--- src/design/fd_timing_pkg.sv ---
/*
 * Constants for the timestamp counter and fast-phase bit timing block.
 * Assumes a 125 MHz CAN clock and a plain one-cycle register port.
 */
package fd_timing_pkg;
    // ------------------------------------------------------------------
    // Register byte offsets
    // ------------------------------------------------------------------
    localparam logic [7:0] OFS_STAMP      = 8'h28;
    localparam logic [7:0] OFS_PRESCALE   = 8'h88;
    localparam logic [7:0] OFS_SEGMENT    = 8'h8c;
    // ------------------------------------------------------------------
    // Field positions
    // ------------------------------------------------------------------
    localparam int STAMP_LSB        = 16;
    localparam int CLEAR_BIT        = 0;
    localparam int COMP_EN_BIT      = 16;
    localparam int COMP_OFS_LSB     = 8;
    localparam int PRESCALER_LSB    = 0;
    localparam int JUMP_LSB         = 16;
    localparam int SEG_TWO_LSB      = 8;
    localparam int SEG_ONE_LSB      = 0;
    // ------------------------------------------------------------------
    // Reset values and counts
    // ------------------------------------------------------------------
    localparam logic [15:0] STAMP_RESET    = 16'h0000;
    localparam logic [3:0]  TICK_LAST      = 4'hf;
    localparam logic [6:0]  COMP_MAX       = 7'h7f;
    localparam logic [31:0] REG_RESET      = 32'h0000_0000;
endpackage : fd_timing_pkg

--- src/design/stamp_counter.sv ---
/*
 * Free-running timestamp counter with prescale by sixteen.
 * Assumes clear request and enable come from logic on the same clock.
 */
`timescale 1ns/1ps
`default_nettype none
module stamp_counter
    import fd_timing_pkg::*;
(
    input  wire logic        sys_clk,
    input  wire logic        rst_n,
    input  wire logic        clear_req,
    input  wire logic        enable,
    output logic [15:0]      stamp_counter_value
);
    logic [3:0]  tick_r;
    logic [3:0]  tick_nxt;
    logic [15:0] count_nxt;
    wire         tick_done = (tick_r == TICK_LAST);
    wire         hold_zero = clear_req | ~enable;

    assign tick_nxt  = hold_zero ? 4'h0 : tick_r + 4'h1;
    // Roll over all-ones to zero silently
    assign count_nxt = hold_zero ? STAMP_RESET :
                       (tick_done ? stamp_counter_value + 16'h0001 : stamp_counter_value);

    always_ff @(posedge sys_clk or negedge rst_n) begin
        if (!rst_n) begin
            tick_r              <= 4'h0;
            stamp_counter_value <= STAMP_RESET;
        end else begin
            tick_r              <= tick_nxt;
            stamp_counter_value <= count_nxt;
        end
    end

    a_stamp_step: assert property (@(posedge sys_clk) disable iff (!rst_n)
        $past(!hold_zero) && $past(tick_done) && !$past(hold_zero, 1)
        |-> stamp_counter_value == $past(stamp_counter_value) + 16'h0001)
        else $error("stamp did not step after sixteen cycles");
    a_stamp_hold: assert property (@(posedge sys_clk) disable iff (!rst_n)
        $past(!hold_zero) && !$past(tick_done)
        |-> stamp_counter_value == $past(stamp_counter_value))
        else $error("stamp moved between ticks");
    a_stamp_clear: assert property (@(posedge sys_clk) disable iff (!rst_n)
        $past(hold_zero) |-> stamp_counter_value == 16'h0000)
        else $error("stamp not cleared");
    a_stamp_wrap: assert property (@(posedge sys_clk) disable iff (!rst_n)
        $past(!hold_zero) && $past(tick_done) && $past(stamp_counter_value) == 16'hffff
        |-> stamp_counter_value == 16'h0000)
        else $error("stamp wrap wrong");
    c_stamp_wrap: cover property (@(posedge sys_clk) disable iff (!rst_n)
        stamp_counter_value == 16'hffff ##1 stamp_counter_value == 16'h0000);
endmodule : stamp_counter
`default_nettype wire

--- src/design/fd_timing_regs.sv ---
/*
 * Timestamp register and fast-phase bit timing registers of a CAN FD controller.
 * Assumes the enable bit, SOF/ID start, frame-ok and loop delay come from the
 * protocol engine on sys_clk; register port is one-cycle strobe style.
 */
//
// Overview of operation
// - Sixteen-bit timestamp counter steps once per sixteen CAN clocks.
// - Counter sampled when identifier field starts after start-of-frame.
// - Sampled stamp goes to DLC word on good receive or transmit.
// - Counter wrap raises no flag of any kind.
// - Running count readable in bits 31:16; cleared while controller disabled.
// - Writing 1 to bit 0 clears the counter; bit reads 0.
// - Bit 16 of prescale register enables delay compensation.
// - Five-bit offset in bits 12:8 added to measured loop delay.
// - Bits 7:0 prescaler; effective factor is value plus one.
// - Bits 18:16 jump width; used as value plus one quanta.
// - Bits 10:8 segment two; used as value plus one quanta.
// - Bits 3:0 segment one; used as value plus one quanta.
// - Timing fields writable only while controller enable is 0.
// - Loop delay plus offset saturates at 127 CAN clocks.
`timescale 1ns/1ps
`default_nettype none
module fd_timing_regs
    import fd_timing_pkg::*;
(
    input  wire logic        sys_clk,
    input  wire logic        rst_n,
    input  wire logic [7:0]  reg_addr,
    input  wire logic [31:0] reg_wdata,
    input  wire logic        reg_wr,
    input  wire logic        reg_rd,
    output logic [31:0]      reg_rdata,
    input  wire logic        controller_enable_bit,
    input  wire logic        id_field_start,
    input  wire logic        frame_ok,
    input  wire logic [6:0]  loop_delay,
    output logic [15:0]      dlc_stamp,
    output logic             dlc_stamp_wr,
    output logic             delay_comp_en,
    output logic [6:0]       delay_comp_total,
    output logic [8:0]       fast_phase_prescaler,
    output logic [3:0]       fast_phase_jump_width,
    output logic [3:0]       fast_phase_segment_two,
    output logic [4:0]       fast_phase_segment_one
);
    // ------------------------------------------------------------------
    // Stored fields
    // ------------------------------------------------------------------
    logic        comp_en_r;
    logic [4:0]  delay_comp_offset_r;
    logic [7:0]  prescaler_r;
    logic [2:0]  jump_r;
    logic [2:0]  seg_two_r;
    logic [3:0]  seg_one_r;
    logic [15:0] sample_r;
    logic [15:0] stamp_counter_value;
    logic [31:0] rdata_nxt;
    logic [7:0]  comp_sum;

    // ------------------------------------------------------------------
    // Decoded field arithmetic
    // ------------------------------------------------------------------
    // Prescaler, jump width and both segments are used as stored value plus one;
    // one adder shape for all of them keeps the four outputs consistent.
    function automatic logic [8:0] plus_one(input logic [7:0] raw);
        return {1'b0, raw} + 9'h001;
    endfunction : plus_one

    wire [8:0] prescale_dec = plus_one(prescaler_r);
    wire [8:0] jump_dec     = plus_one({5'h00, jump_r});
    wire [8:0] seg_two_dec  = plus_one({5'h00, seg_two_r});
    wire [8:0] seg_one_dec  = plus_one({4'h0, seg_one_r});

    // ------------------------------------------------------------------
    // Decode
    // ------------------------------------------------------------------
    wire hit_stamp    = (reg_addr == OFS_STAMP);
    wire hit_prescale = (reg_addr == OFS_PRESCALE);
    wire hit_segment  = (reg_addr == OFS_SEGMENT);
    // Timing fields are frozen while the engine runs on them
    wire cfg_open     = ~controller_enable_bit;
    wire wr_prescale  = reg_wr & hit_prescale & cfg_open;
    wire wr_segment   = reg_wr & hit_segment & cfg_open;
    wire clear_stamp  = reg_wr & hit_stamp & reg_wdata[CLEAR_BIT];

    stamp_counter u_stamp (
        .sys_clk             (sys_clk),
        .rst_n               (rst_n),
        .clear_req           (clear_stamp),
        .enable              (controller_enable_bit),
        .stamp_counter_value (stamp_counter_value)
    );

    // Clear bit reads 0, no wrap flag exists
    assign rdata_nxt =
        hit_stamp    ? {stamp_counter_value, 16'h0000} :
        hit_prescale ? {15'h0000, comp_en_r, 3'h0, delay_comp_offset_r, prescaler_r} :
        hit_segment  ? {13'h0000, jump_r, 5'h00, seg_two_r, 4'h0, seg_one_r} :
                       REG_RESET;

    // Saturating sum of loop delay and offset
    assign comp_sum = {1'b0, loop_delay} + {3'h0, delay_comp_offset_r};

    // ------------------------------------------------------------------
    // Register port
    // ------------------------------------------------------------------
    always_ff @(posedge sys_clk or negedge rst_n) begin
        if (!rst_n) begin
            reg_rdata <= REG_RESET;
        end else begin
            reg_rdata <= reg_rd ? rdata_nxt : REG_RESET;
        end
    end

    always_ff @(posedge sys_clk or negedge rst_n) begin
        if (!rst_n) begin
            comp_en_r           <= 1'b0;
            delay_comp_offset_r <= 5'h00;
            prescaler_r         <= 8'h00;
        end else if (wr_prescale) begin
            comp_en_r           <= reg_wdata[COMP_EN_BIT];
            delay_comp_offset_r <= reg_wdata[COMP_OFS_LSB +: 5];
            prescaler_r         <= reg_wdata[PRESCALER_LSB +: 8];
        end
    end

    always_ff @(posedge sys_clk or negedge rst_n) begin
        if (!rst_n) begin
            jump_r    <= 3'h0;
            seg_two_r <= 3'h0;
            seg_one_r <= 4'h0;
        end else if (wr_segment) begin
            jump_r    <= reg_wdata[JUMP_LSB +: 3];
            seg_two_r <= reg_wdata[SEG_TWO_LSB +: 3];
            seg_one_r <= reg_wdata[SEG_ONE_LSB +: 4];
        end
    end

    // ------------------------------------------------------------------
    // Timestamp capture and engine outputs
    // ------------------------------------------------------------------
    always_ff @(posedge sys_clk or negedge rst_n) begin
        if (!rst_n) begin
            sample_r     <= STAMP_RESET;
            dlc_stamp    <= STAMP_RESET;
            dlc_stamp_wr <= 1'b0;
        end else begin
            if (id_field_start) begin
                sample_r <= stamp_counter_value;
            end
            if (frame_ok) begin
                dlc_stamp <= sample_r;
            end
            dlc_stamp_wr <= frame_ok;
        end
    end

    always_ff @(posedge sys_clk or negedge rst_n) begin
        if (!rst_n) begin
            delay_comp_en          <= 1'b0;
            delay_comp_total       <= 7'h00;
            fast_phase_prescaler   <= 9'h001;
            fast_phase_jump_width  <= 4'h1;
            fast_phase_segment_two <= 4'h1;
            fast_phase_segment_one <= 5'h01;
        end else begin
            delay_comp_en          <= comp_en_r;
            delay_comp_total       <= comp_sum[7] ? COMP_MAX : comp_sum[6:0];
            fast_phase_prescaler   <= prescale_dec;
            fast_phase_jump_width  <= jump_dec[3:0];
            fast_phase_segment_two <= seg_two_dec[3:0];
            fast_phase_segment_one <= seg_one_dec[4:0];
        end
    end

    // ------------------------------------------------------------------
    // Checks
    // ------------------------------------------------------------------
    a_locked_fields: assert property (@(posedge sys_clk) disable iff (!rst_n)
        reg_wr && hit_prescale && controller_enable_bit
        |=> prescaler_r == $past(prescaler_r) && comp_en_r == $past(comp_en_r))
        else $error("prescale fields changed while enabled");
    a_locked_segment: assert property (@(posedge sys_clk) disable iff (!rst_n)
        reg_wr && hit_segment && controller_enable_bit
        |=> {jump_r, seg_two_r, seg_one_r} == $past({jump_r, seg_two_r, seg_one_r}))
        else $error("segment fields changed while enabled");
    a_open_write: assert property (@(posedge sys_clk) disable iff (!rst_n)
        wr_prescale |=> ##1 fast_phase_prescaler == {1'b0, $past(reg_wdata[7:0], 2)} + 9'h001)
        else $error("prescaler not value plus one");
    a_segment_one: assert property (@(posedge sys_clk) disable iff (!rst_n)
        wr_segment |=> ##1 fast_phase_segment_one == {1'b0, $past(reg_wdata[3:0], 2)} + 5'h01)
        else $error("segment one not value plus one");
    a_comp_sat: assert property (@(posedge sys_clk) disable iff (!rst_n)
        comp_sum > 8'd127 |=> delay_comp_total == 7'h7f)
        else $error("compensation not saturated");
    a_comp_sum: assert property (@(posedge sys_clk) disable iff (!rst_n)
        comp_sum <= 8'd127 |=> delay_comp_total == $past(comp_sum[6:0]))
        else $error("compensation sum wrong");
    a_stamp_read: assert property (@(posedge sys_clk) disable iff (!rst_n)
        reg_rd && hit_stamp |=> reg_rdata[15:0] == 16'h0000
        && reg_rdata[31:16] == $past(stamp_counter_value))
        else $error("stamp read wrong");
    a_dlc_stamp: assert property (@(posedge sys_clk) disable iff (!rst_n)
        frame_ok && !id_field_start |=> dlc_stamp_wr && dlc_stamp == $past(sample_r))
        else $error("dlc stamp wrong");
    a_id_sample: assert property (@(posedge sys_clk) disable iff (!rst_n)
        id_field_start |=> sample_r == $past(stamp_counter_value))
        else $error("sample not taken at id start");

    a_sample_hold: assert property (@(posedge sys_clk) disable iff (!rst_n)
        !id_field_start |=> sample_r == $past(sample_r))
        else $error("sample moved without id start");

    a_dlc_hold: assert property (@(posedge sys_clk) disable iff (!rst_n)
        !frame_ok |=> !dlc_stamp_wr && dlc_stamp == $past(dlc_stamp))
        else $error("dlc stamp moved without frame");

    a_jump_width: assert property (@(posedge sys_clk) disable iff (!rst_n)
        wr_segment |=> ##1 fast_phase_jump_width == {1'b0, $past(reg_wdata[18:16], 2)} + 4'h1)
        else $error("jump width not value plus one");

    a_segment_two: assert property (@(posedge sys_clk) disable iff (!rst_n)
        wr_segment |=> ##1 fast_phase_segment_two == {1'b0, $past(reg_wdata[10:8], 2)} + 4'h1)
        else $error("segment two not value plus one");

    a_comp_enable: assert property (@(posedge sys_clk) disable iff (!rst_n)
        wr_prescale |=> ##1 delay_comp_en == $past(reg_wdata[16], 2))
        else $error("compensation enable not taken");

    a_offset_store: assert property (@(posedge sys_clk) disable iff (!rst_n)
        wr_prescale |=> delay_comp_offset_r == $past(reg_wdata[12:8]))
        else $error("compensation offset not stored");

    a_prescale_hold: assert property (@(posedge sys_clk) disable iff (!rst_n)
        !wr_prescale |=> delay_comp_offset_r == $past(delay_comp_offset_r)
        && prescaler_r == $past(prescaler_r) && comp_en_r == $past(comp_en_r))
        else $error("prescale fields changed without write");

    a_segment_hold: assert property (@(posedge sys_clk) disable iff (!rst_n)
        !wr_segment |=> {jump_r, seg_two_r, seg_one_r} == $past({jump_r, seg_two_r, seg_one_r}))
        else $error("segment fields changed without write");

    a_stamp_off: assert property (@(posedge sys_clk) disable iff (!rst_n)
        !controller_enable_bit |=> stamp_counter_value == 16'h0000)
        else $error("stamp runs while disabled");

    a_stamp_cleared: assert property (@(posedge sys_clk) disable iff (!rst_n)
        clear_stamp |=> stamp_counter_value == 16'h0000)
        else $error("stamp not cleared by write");

    // Read data only stands in the cycle after the strobe; idle bus reads zero
    a_rdata_idle: assert property (@(posedge sys_clk) disable iff (!rst_n)
        !reg_rd |=> reg_rdata == 32'h0000_0000)
        else $error("read data not zero when idle");

    a_unmapped_read: assert property (@(posedge sys_clk) disable iff (!rst_n)
        reg_rd && !hit_stamp && !hit_prescale && !hit_segment |=> reg_rdata == 32'h0000_0000)
        else $error("unmapped read not zero");

    c_locked_write: cover property (@(posedge sys_clk) disable iff (!rst_n)
        reg_wr && hit_segment && controller_enable_bit);
    c_open_write: cover property (@(posedge sys_clk) disable iff (!rst_n) wr_prescale);
    c_frame: cover property (@(posedge sys_clk) disable iff (!rst_n)
        id_field_start ##[1:200] frame_ok);
    c_saturate: cover property (@(posedge sys_clk) disable iff (!rst_n) comp_sum[7]);
endmodule : fd_timing_regs
`default_nettype wire

--- config.mk ---
export PLATFORM = sky130hd
export DESIGN_NAME = fd_timing_regs
export DESIGN_NICKNAME = d
export VERILOG_FILES = /design/src/design/fd_timing_pkg.sv /design/src/design/stamp_counter.sv /design/src/design/fd_timing_regs.sv
export SDC_FILE = /design/constraint.sdc
export NUM_CORES = 1
export LEC_CHECK = 0
export ABC_CLOCK_PERIOD_IN_PS = 2800
export BUFFER_PORTS_ARGS = -buffer_cell sky130_fd_sc_hd__buf_2
export CAP_MARGIN = 40
export CORE_MARGIN = 5
export CORE_UTILIZATION = 50
export DETAILED_ROUTE_END_ITERATION = 10
export HOLD_SLACK_MARGIN = 0.05
export PLACE_DENSITY = 0.87
export SETUP_SLACK_MARGIN = 0.5
export SYNTH_ARGS = -nofsm -noshare
export SYNTH_HDL_FRONTEND = slang
export SYNTH_SLANG_ARGS = --single-unit
export TNS_END_PERCENT = 10
--- constraint.sdc ---
create_clock -name sys_clk -period 2.8 [get_ports sys_clk]
set_clock_uncertainty 0.15 [all_clocks]
set_input_delay 0.42 -clock sys_clk [delete_from_list [all_inputs] [get_ports sys_clk]]
set_output_delay 0.42 -clock sys_clk [all_outputs]
set_load 0.02 [all_outputs]
# Yosys cells after proc, flatten, opt, wreduce, memory -nomap -nowiden
# Cells that the tools add are included.
totals:
  register_bits: 139
  out_inout_bits: 79
  elab_cells: 46
classes:
  n_mux: 8
  eq_ne: 4
  n_reduce_logical: 1
  addsub: 7
  n_bitwise: 8
ops:
  columns: ["operator", "n"]
  rows:
  - ["two-way mux 32 bit", 2]
  - ["two-way mux 19 bit", 2]
  - ["two-way mux 16 bit", 2]
  - ["adder 16 x 1 -> 16 bit (second input constant)", 1]
  - ["equality test 8 bit (second input constant)", 2]
  - ["adder 8 x 1 -> 9 bit (second input constant)", 1]
  - ["adder 3 x 1 -> 4 bit (second input constant)", 2]
  - ["adder 7 x 5 -> 8 bit", 1]
  - ["equality test 8 x 6 -> 1 bit (second input constant)", 1]
  - ["two-way mux 7 bit", 1]
  - ["bitwise AND 1 bit", 6]
  - ["adder 4 x 1 -> 5 bit (second input constant)", 1]
  - ["adder 4 x 1 -> 4 bit (second input constant)", 1]
  - ["equality test 4 bit (second input constant)", 1]
  - ["two-way mux 4 bit", 1]
  - ["nonzero test 2 bit", 1]
  - ["inverter 1 bit", 1]
  - ["OR 1 bit", 1]

# Logic depth before layout (Yosys ltp)
# Gate-level depths: netlist of run 1.
depth:
  word_depth: 5
  ltp_mapped: 7

# Modules after synthesis
# Synthesis of run 1 repeated with hierarchy kept, for this count alone.
hier_totals:
  hier_cells: 410
  area_unflattened_um2: 5452.7
modules_own_cells:
  columns: ["mod", "seq_area_each_um2", "n_inst", "cells_per_inst", "area_each_um2"]
  rows:
  - ["fd_timing_regs", 2907.8, 1, 311, 4474.3]
  - ["stamp_counter", 500.5, 1, 99, 978.4]

# Worst setup path before layout of run 1
# No wires, ideal clock.
synth_timing:
  kind: "in2reg"
  start: "input port reg_addr[4]"
  end: "register delay_comp_offset_r[0]"
  setup_slack_ps: 499
  arrival_time_ps: 2026
  setup_time_ps: 125
  path_stages: 6
  cell_sequence: "or4b_4 -> nor3b_4 -> and3b_1 -> buf_6 -> buf_12 -> mux2_4"
synth_via:
  elab_chain_len: 3
synth_lines:
  columns: ["item", "line", "source"]
  rows:
  - ["start, declared", "fd_timing_regs.sv:29", "input wire logic [7:0] reg_addr,"]
  - ["equality test 8 bit", "fd_timing_regs.sv:79", "wire hit_prescale = (reg_addr == OFS_PRESCALE);"]
  - ["bitwise AND 1 bit (2 in a row)", "fd_timing_regs.sv:83", "wire wr_prescale = reg_wr & hit_prescale & cfg_open;"]
  - ["end signal, assigned", "fd_timing_regs.sv:123", "delay_comp_offset_r <= reg_wdata[COMP_OFS_LSB +: 5];"]
  - ["end, declared", "fd_timing_regs.sv:51", "logic [4:0] delay_comp_offset_r;"]
# Every way passes these cells.
# A chain may end at the register's enable or synchronous reset.

# Worst setup path after layout of run 1
layout_timing:
  start: "register u_stamp.stamp_counter_value[0]"
  end: "register u_stamp.stamp_counter_value[14]"
layout_via:
  elab_chain_len: 3
layout_lines:
  columns: ["item", "line", "source"]
  rows:
  - ["start, declared", "stamp_counter.sv:14", "output logic [15:0] stamp_counter_value"]
  - ["start signal, assigned", "stamp_counter.sv:33", "stamp_counter_value <= count_nxt;"]
  - ["adder 16 x 1 -> 16 bit", "stamp_counter.sv:25", "(tick_done ? stamp_counter_value + 16'h0001 : stamp_counter_value);"]
  - ["two-way mux 16 bit", "stamp_counter.sv:25", null]
  - ["two-way mux 16 bit", "stamp_counter.sv:24", "assign count_nxt = hold_zero ? STAMP_RESET :"]
# Every way passes these cells. The select of a mux whose other input is x is not followed.

==> results of run 1 <==
==> routing by layer <==
| layer | global-route usage (%) | vias to the layer above | share of wire, % | routed length [um] |
|---|---|---|---|---|
| li1 | - | 1685 | - | - |
| met1 | 25.2 | 1861 | 39 | 5010 |
| met2 | 35.1 | 132 | 52 | 6550 |
| met3 | 7.24 | 30 | 6.2 | 790 |
| met4 | 8.47 | 2 | 2.8 | 352 |
| met5 | 0 | - | 0.055 | 7 |
==> worst max path at each step <==
stage,from,to,slack [ns]
after floorplan,reg_addr[4],delay_comp_offset_r[0],0.52
after global placement,reg_addr[5],prescaler_r[7],0.46
after detailed placement,reg_addr[1],seg_one_r[3],0.40
after CTS,u_stamp.tick_r[0],u_stamp.stamp_counter_value[15],0.51
after global routing,u_stamp.tick_r[0],u_stamp.stamp_counter_value[15],0.55
final,u_stamp.stamp_counter_value[0],u_stamp.stamp_counter_value[14],0.64
==> power by group <==
part           internal (mW)  switching, mW
Combinational         0.0906          0.133
Sequential              2.00         0.0219
Clock                   1.54          0.772
==> repair_timing <==
item                       4_1_cts  5_1_grt
pin swaps                        0        0
hold buffers                    20        0
buffers inserted                 0        0
resized for setup                1        2
hold endpoints to repair        79        0
setup endpoints to repair        1        3
==> Yosys cell counts (2+ instances only) <==
cell	n	share of area, %
dfrtp_1	132	61
mux2_2	46	9.5
nor2_1	26	1.8
and2_1	17	2.0
xnor2_1	15	2.4
inv_1	13	0.90
nand2_1	12	0.83
nand3_1	12	1.1
ha_1	11	2.5
mux2_4	10	2.8
xor2_1	9	1.4
clkbuf_1	8	0.55
o21ai_0	8	0.74
a22oi_1	7	0.97
a21oi_1	6	0.55
and3_1	6	0.69
nor3_1	6	0.55
nand4_1	5	0.57
dfstp_2	4	1.9
nor4_1	4	0.46
or3_1	4	0.46
buf_4	3	0.41
nor2b_1	3	0.35
o21a_1	3	0.41
a32o_1	2	0.37
buf_2	2	0.18
mux2i_1	2	0.37
o31a_1	2	0.32
or4_1	2	0.28
==> per-stage QoR <==
stage | total power, mW | util (%)
floorplan | 2.14 | -
global placement | 2.24 | 57.4
detailed placement | 2.25 | 57.4
CTS | 4.58 | 65.1
global route | 4.71 | 65.2
finish | 4.55 | 65.2
==> sequential cells by signal, indices dropped and copies added (netlist names), 5 cells and up <==
register,count
fast_phase_prescaler,9
delay_comp_offset_r,5
reg_rdata,29
dlc_stamp,16
sample_r,16
delay_comp_total,7
prescaler_r,8
fast_phase_segment_one,5
u_stamp.stamp_counter_value,16
==> area by class of cell <==
type | instances | area [sq um]
Fill cell | 754 | 3730
Sequential cell | 136 | 3410
Multi-Input combinational cell | 239 | 1910
Timing Repair Buffer | 140 | 837
Clock buffer | 25 | 484
Tap cell | 140 | 175
Clock inverter | 7 | 140
Inverter | 13 | 48.8
Antenna cell | 2 | 5.00
==> cells by family after synthesis <==
group / count (synthesis) / synth area share [%]
AND/OR/NAND/NOR: 108 / 11.0
AO/OA/AOI/OAI: 34 / 4.21
XOR/XNOR: 24 / 3.86
flip-flops: 136 / 62.6
multiplexers: 58 / 12.6
buffers and inverters: 28 / 2.62
other: 1 / 0.0689
adder cells (fa/ha/maj): 12 / 2.90
==> critical path: cells and delay by family, from the launching register on <==
family | cells | cell delay [ns]
adders and majority gates | 1 | 0.20
DFF | 1 | 0.45
and+or+nand+nor | 3 | 1.11
AOI/OAI and AO/OA | 1 | 0.17
==> results.sh, run 1 <==
export IMPL_dp_cells=648
export IMPL_setup_viol=0
export IMPL_htreeDepth=4
export IMPL_synth_async_sr_flop_share_pct=100
export IMPL_crit_chain="ha_1 -> nand2_1 -> or3_1 -> or4_1 -> a21oi_1"
export IMPL_ys_warn_count=0
export IMPL_hold_path_endpoint="dlc_stamp_wr"
export IMPL_synthFlopType="dfrtp_1"
export IMPL_fin_cells=702
export IMPL_netlist_instances=401
export IMPL_leakage_nw=3.66
export IMPL_worstSetupEndpointType="flop"
export IMPL_maxSlewHeadroom_pct=51.9
export IMPL_path_class="reg -> reg"
export IMPL_worstReg2RegStart="u_stamp.stamp_counter_value[0]"
export IMPL_drv_slew=0
export IMPL_drtAntennaViolNets=0
export IMPL_outcome="completed"
export IMPL_synth_edf_count=0
export IMPL_die_y_um=114
export IMPL_cp_max_fo=5
export IMPL_rsz0062_at_grt="no"
export IMPL_clkTransAtPathRegs_ns=0.06
export IMPL_preCtsSetupSlack_ns=0.399
export IMPL_cts_buffers=17
export IMPL_drv_cap=0
export IMPL_wl_per_cell_um=18.1
export IMPL_synth_area_per_cell_sq_um=13.6
export IMPL_hold_class="in -> reg"
export IMPL_critical_path_slowest_cell="or4_1"
export IMPL_fmax_ghz=0.463
export IMPL_grt_pass1_vias=3943
export IMPL_cts_buffer_depth=2
export IMPL_drc=0
export IMPL_yosysUniqueCellTypes=50
export IMPL_drt_wl_total_um=12700
export IMPL_hold_slack_ns=0.0850
export IMPL_cp_required_ns=3.09
export IMPL_root_buffer="clkbuf_8"
export IMPL_cts_sinks=136
export IMPL_fin_ws_ns=0.641
export IMPL_hold_violations=0
export IMPL_hold_path_startpoint="frame_ok"
export IMPL_die_area_sq_um=13100
export IMPL_grt_usage_pct=21.1
export IMPL_place_gp_congestion=0.803
export IMPL_setup_tns_ns=0
export IMPL_layout_nets=613
export IMPL_ir_worst_vdd_mv=0.332
export IMPL_post_route_period_util_pct=77.1
export IMPL_rr_worst_depth=5
export IMPL_place_area_sq_um=6170
export IMPL_insertion_delay_ns=0.52
export IMPL_avgViaCountPerCell=5.28
export IMPL_start_kind="flop"
export IMPL_gr_total_overflow=0
export IMPL_ys_ff_latch=136
export IMPL_synthesis_area_sq_um=5440
export IMPL_place_hpwl_um=8300
export IMPL_final_cell_mix="dfrtp_1, buf_2, mux2_2, nor2_1, dlygate4sd3_1"
export IMPL_initial_core_util_pct=50.6
export IMPL_r2r_slack_ns=0.64
export IMPL_p_per_area_nw_per_um2=650
export IMPL_final_area_sq_um=7010
export IMPL_fin_crit_ns=2.16
export IMPL_tritoncts="built"
export IMPL_whs_path_depth=1
export IMPL_worst_slew_pin_slew_ns=0.715
export IMPL_drive_gt1_share_pct=38.2
export IMPL_vias=3710
export IMPL_drt_iter0_markers=260
export IMPL_grt_pass1_wl_um=20900
export IMPL_slowest_delay_ns=0.51
export IMPL_arrival_ns=2.45
export IMPL_antenna_found_initial=3
export IMPL_io_pins=133
export IMPL_drtPass1Iterations=4
export IMPL_die_w_um=114
export IMPL_final_common_cell="dfrtp_1"
export IMPL_grt_max_degree=57
export IMPL_fp_row_count=38
export IMPL_core_sq_um=10700
export IMPL_io_buffer_count=113
export IMPL_reg2reg_to="u_stamp.stamp_counter_value[14]"
export IMPL_area_growth_pct=28.9
export IMPL_synth_seq_area_share_pct=62.6
(Power assumes the default switching activity.)
==> run 2, diff against run 1 <==
--- a/config.mk
+++ b/config.mk
@@ -5,11 +5,12 @@
 export SDC_FILE = /design/constraint.sdc
 export NUM_CORES = 1
 export LEC_CHECK = 0
-export ABC_CLOCK_PERIOD_IN_PS = 2800
+export ABC_AREA = 1
+export ABC_CLOCK_PERIOD_IN_PS = 1940
 export BUFFER_PORTS_ARGS = -buffer_cell sky130_fd_sc_hd__buf_2
 export CAP_MARGIN = 40
 export CORE_MARGIN = 5
-export CORE_UTILIZATION = 50
+export CORE_UTILIZATION = 48
 export DETAILED_ROUTE_END_ITERATION = 10
 export HOLD_SLACK_MARGIN = 0.05
 export PLACE_DENSITY = 0.87
==> constraint.sdc (replaced) <==
create_clock -name sys_clk -period 1.94 [get_ports sys_clk]
set_clock_uncertainty 0.15 [all_clocks]
set_input_delay 0.291 -clock sys_clk [delete_from_list [all_inputs] [get_ports sys_clk]]
set_output_delay 0.291 -clock sys_clk [all_outputs]
set_load 0.02 [all_outputs]
==> run 2 against run 1 <==
Total power up 51%. Die area increased by 9.0%. Sequential cell count did not move. Count of clock-buffer cells in the layout is 7 lower. Clock power grew 49%.
==> results.sh, run 2 <==
export IMPL_outcome="completed"
export IMPL_hold_violations=0
export IMPL_final_cell_mix="dfrtp_1, nand2_1, buf_2, nor2_1, inv_1"
export IMPL_cp_max_fo=3
export IMPL_die_y_um=119
export IMPL_post_route_period_util_pct=87.9
export IMPL_yosysTopAreaCellShare_pct=57.5
export IMPL_cts_sinks=136
export IMPL_cts_buffers=17
export IMPL_arrival_ns=1.91
export IMPL_synth_edf_count=0
export IMPL_drt_wl_total_um=14600
export IMPL_ys_warn_count=0
export IMPL_path_class="reg -> reg"
export IMPL_synth_largest_area_cell="dfrtp_1"
export IMPL_drc=0
export IMPL_synth_area_per_cell_sq_um=9.75
export IMPL_drv_cap=0
export IMPL_place_gp_congestion=0.866
export IMPL_worstSetupEndpointType="flop"
export IMPL_synthesis_area_sq_um=5740
export IMPL_synth_area_leaders="dfrtp_1, nand2_1, inv_1"
export IMPL_synth_async_sr_flop_share_pct=100
export IMPL_p_sw_share_pct=23.2
export IMPL_initial_core_util_pct=48.4
export IMPL_cts_buffer_depth=2
export IMPL_gr_total_overflow=0
export IMPL_p_comb_share_pct=6.8
export IMPL_drt_iter0_markers=277
export IMPL_worst_slew_pin_slew_ns=0.507
export IMPL_yosysUniqueCellTypes=33
export IMPL_drtPass1Iterations=5
export IMPL_place_hpwl_um=9290
export IMPL_die_area_sq_um=14200
export IMPL_p_per_area_nw_per_um2=921
export IMPL_rsz0062_at_grt="yes"
export IMPL_vias=4599
export IMPL_grt_pass1_vias=4706
export IMPL_crit_chain="ha_2 -> inv_2 -> fa_2 -> inv_2 -> nand3_2 -> nand2_2 -> xor2_1 -> inv_1 -> nand2_1"
export IMPL_die_w_um=119
export IMPL_setup_viol=0
export IMPL_tritoncts="built"
export IMPL_core_sq_um=11900
export IMPL_synth_common_cells="dfrtp_1, nand2_1, inv_1, nor2_1, nand3_1"
export IMPL_antenna_found_initial=2
export IMPL_crit_top_cell="inv_2"
export IMPL_drtAntennaViolNets=0
export IMPL_synthFlopType="dfrtp_1"
export IMPL_maxSlewHeadroom_pct=66.2
export IMPL_area_growth_pct=29.9
export IMPL_pwr_share_clk_pct=50.1
export IMPL_regMostFlops="reg_rdata"
export IMPL_start_kind="flop"
export IMPL_grt_pass1_wl_um=23500
export IMPL_fp_row_count=40
export IMPL_seqPwrFrac_pct=43.1
export IMPL_grt_usage_pct=21.1
export IMPL_clkTransAtPathRegs_ns=0.06
export IMPL_drv_slew=0
export IMPL_wl_per_cell_um=16.1
export IMPL_ir_worst_vdd_mv=0.660
export IMPL_cp_required_ns=2.14
export IMPL_layout_nets=811
export IMPL_root_buffer="clkbuf_16"
export IMPL_hold_class="in -> reg"
export IMPL_setup_tns_ns=0
export IMPL_synth_most_common_cell="dfrtp_1"
export IMPL_fin_ws_ns=0.234
export IMPL_drive_gt1_share_pct=30.2
export IMPL_preCtsSetupSlack_ns=0.194
export IMPL_slowest_delay_ns=0.37
export IMPL_io_pins=133
export IMPL_p_int_mw=5.28
export IMPL_ys_ff_latch=136
export IMPL_avgViaCountPerCell=5.08
export IMPL_fin_crit_ns=1.71
export IMPL_insertion_delay_ns=0.42
export IMPL_io_buffer_count=113
export IMPL_fillers=890
export IMPL_largest_reg_flops=29
export IMPL_htreeDepth=4
export IMPL_netlist_instances=589
export IMPL_synth_seq_area_share_pct=59.4
export IMPL_grt_max_degree=51
export IMPL_critical_path_slowest_cell="dfrtp_1"
export IMPL_fmax_ghz=0.586
export IMPL_leakage_nw=3.85
export IMPL_p_switching_mw=1.59
export IMPL_final_common_cell="dfrtp_1"
[run 2: kinds of logic after synthesis]
logic type	after synthesis	share of synthesized area, %
adders and majority gates	12	2.75
DFF	136	59.4
and+or+nand+nor	261	20.3
AOI/OAI and AO/OA	63	6.80
xor gates and xnor gates	18	2.75
muxes	4	0.784
buffers and inverters	94	7.21
other	1	0.0653
[run 2: worst paths after layout]
| path | slack (ns) | end | depth (start not counted) | start |
|---|---|---|---|---|
| hold / removal | 0.07 | delay_comp_total[0] | 4 | loop_delay[0] |
| max in group asynchronous | 0.76 | fast_phase_segment_one[0] | 3 | rst_n |
| setup / recovery | 0.23 | delay_comp_total[4] | 9 | delay_comp_offset_r[0] |
| min in group asynchronous | 0.24 | dlc_stamp[14] | 2 | rst_n |
| hold reg to reg | 0.26 | delay_comp_en | 0 | comp_en_r |
| setup reg to reg | 0.23 | delay_comp_total[4] | 9 | delay_comp_offset_r[0] |
[run 2: layout make-up]
cell class                      count  area, sq um  share of cell area [%]
Sequential cell                   136         3410                    45.7
Multi-Input combinational cell    361         1990                    26.7
Timing Repair Buffer              152          943                    12.6
Clock buffer                       18          439                    5.89
Inverter                           77          292                    3.91
Clock inverter                     14          200                    2.68
Tap cell                          147          184                    2.47
Antenna cell                        1         2.50                  0.0335
[run 2: metal layers]
metal,track usage (%),share of wire [%],vias up
li1,-,-,2155
met1,24.8,39,2221
met2,36.2,52,180
met4,7.44,2.2,2
met3,7.17,7.2,41
met5,0,0.075,-
[run 2: what timing repair did]
action                     in CTS  in global routing
setup endpoints to repair      30                 33
buffers inserted                5                  5
resized for setup               9                  8
hold buffers                   20                  0
hold endpoints to repair       74                  0
pin swaps                       4                  3
[run 2: through the flow]
step	std cells	area [sq um]	power [mW]	hold slack, ns	util [%]
CTS	900	7390	6.89	0.0368	62.3
finish	906	7460	6.87	0.0679	62.9
floorplan	591	5750	3.22	-0.155	-
global placement	843	6480	3.41	0.114	54.6
global route	906	7460	7.10	0.0784	62.9
detailed placement	843	6480	3.42	0.113	54.6
[run 2: critical path, delay by kind of cell, from the launching register on]
kind / cells / cell delay, ns
simple gates: 3 / 0.22
buf+inv: 3 / 0.16
fa+ha+maj: 2 / 0.56
xor+xnor: 1 / 0.18
flops: 1 / 0.37
[run 2: power groups by stage]
stage | logic [mW] | registers, mW | clock network (mW)
finish | 0.469 | 2.96 | 3.44
global route | 0.518 | 2.97 | 3.62
CTS | 0.462 | 2.96 | 3.47
detailed placement | 0.419 | 3.01 | 0
global placement | 0.404 | 3.00 | 0
floorplan | 0.152 | 3.06 | 0
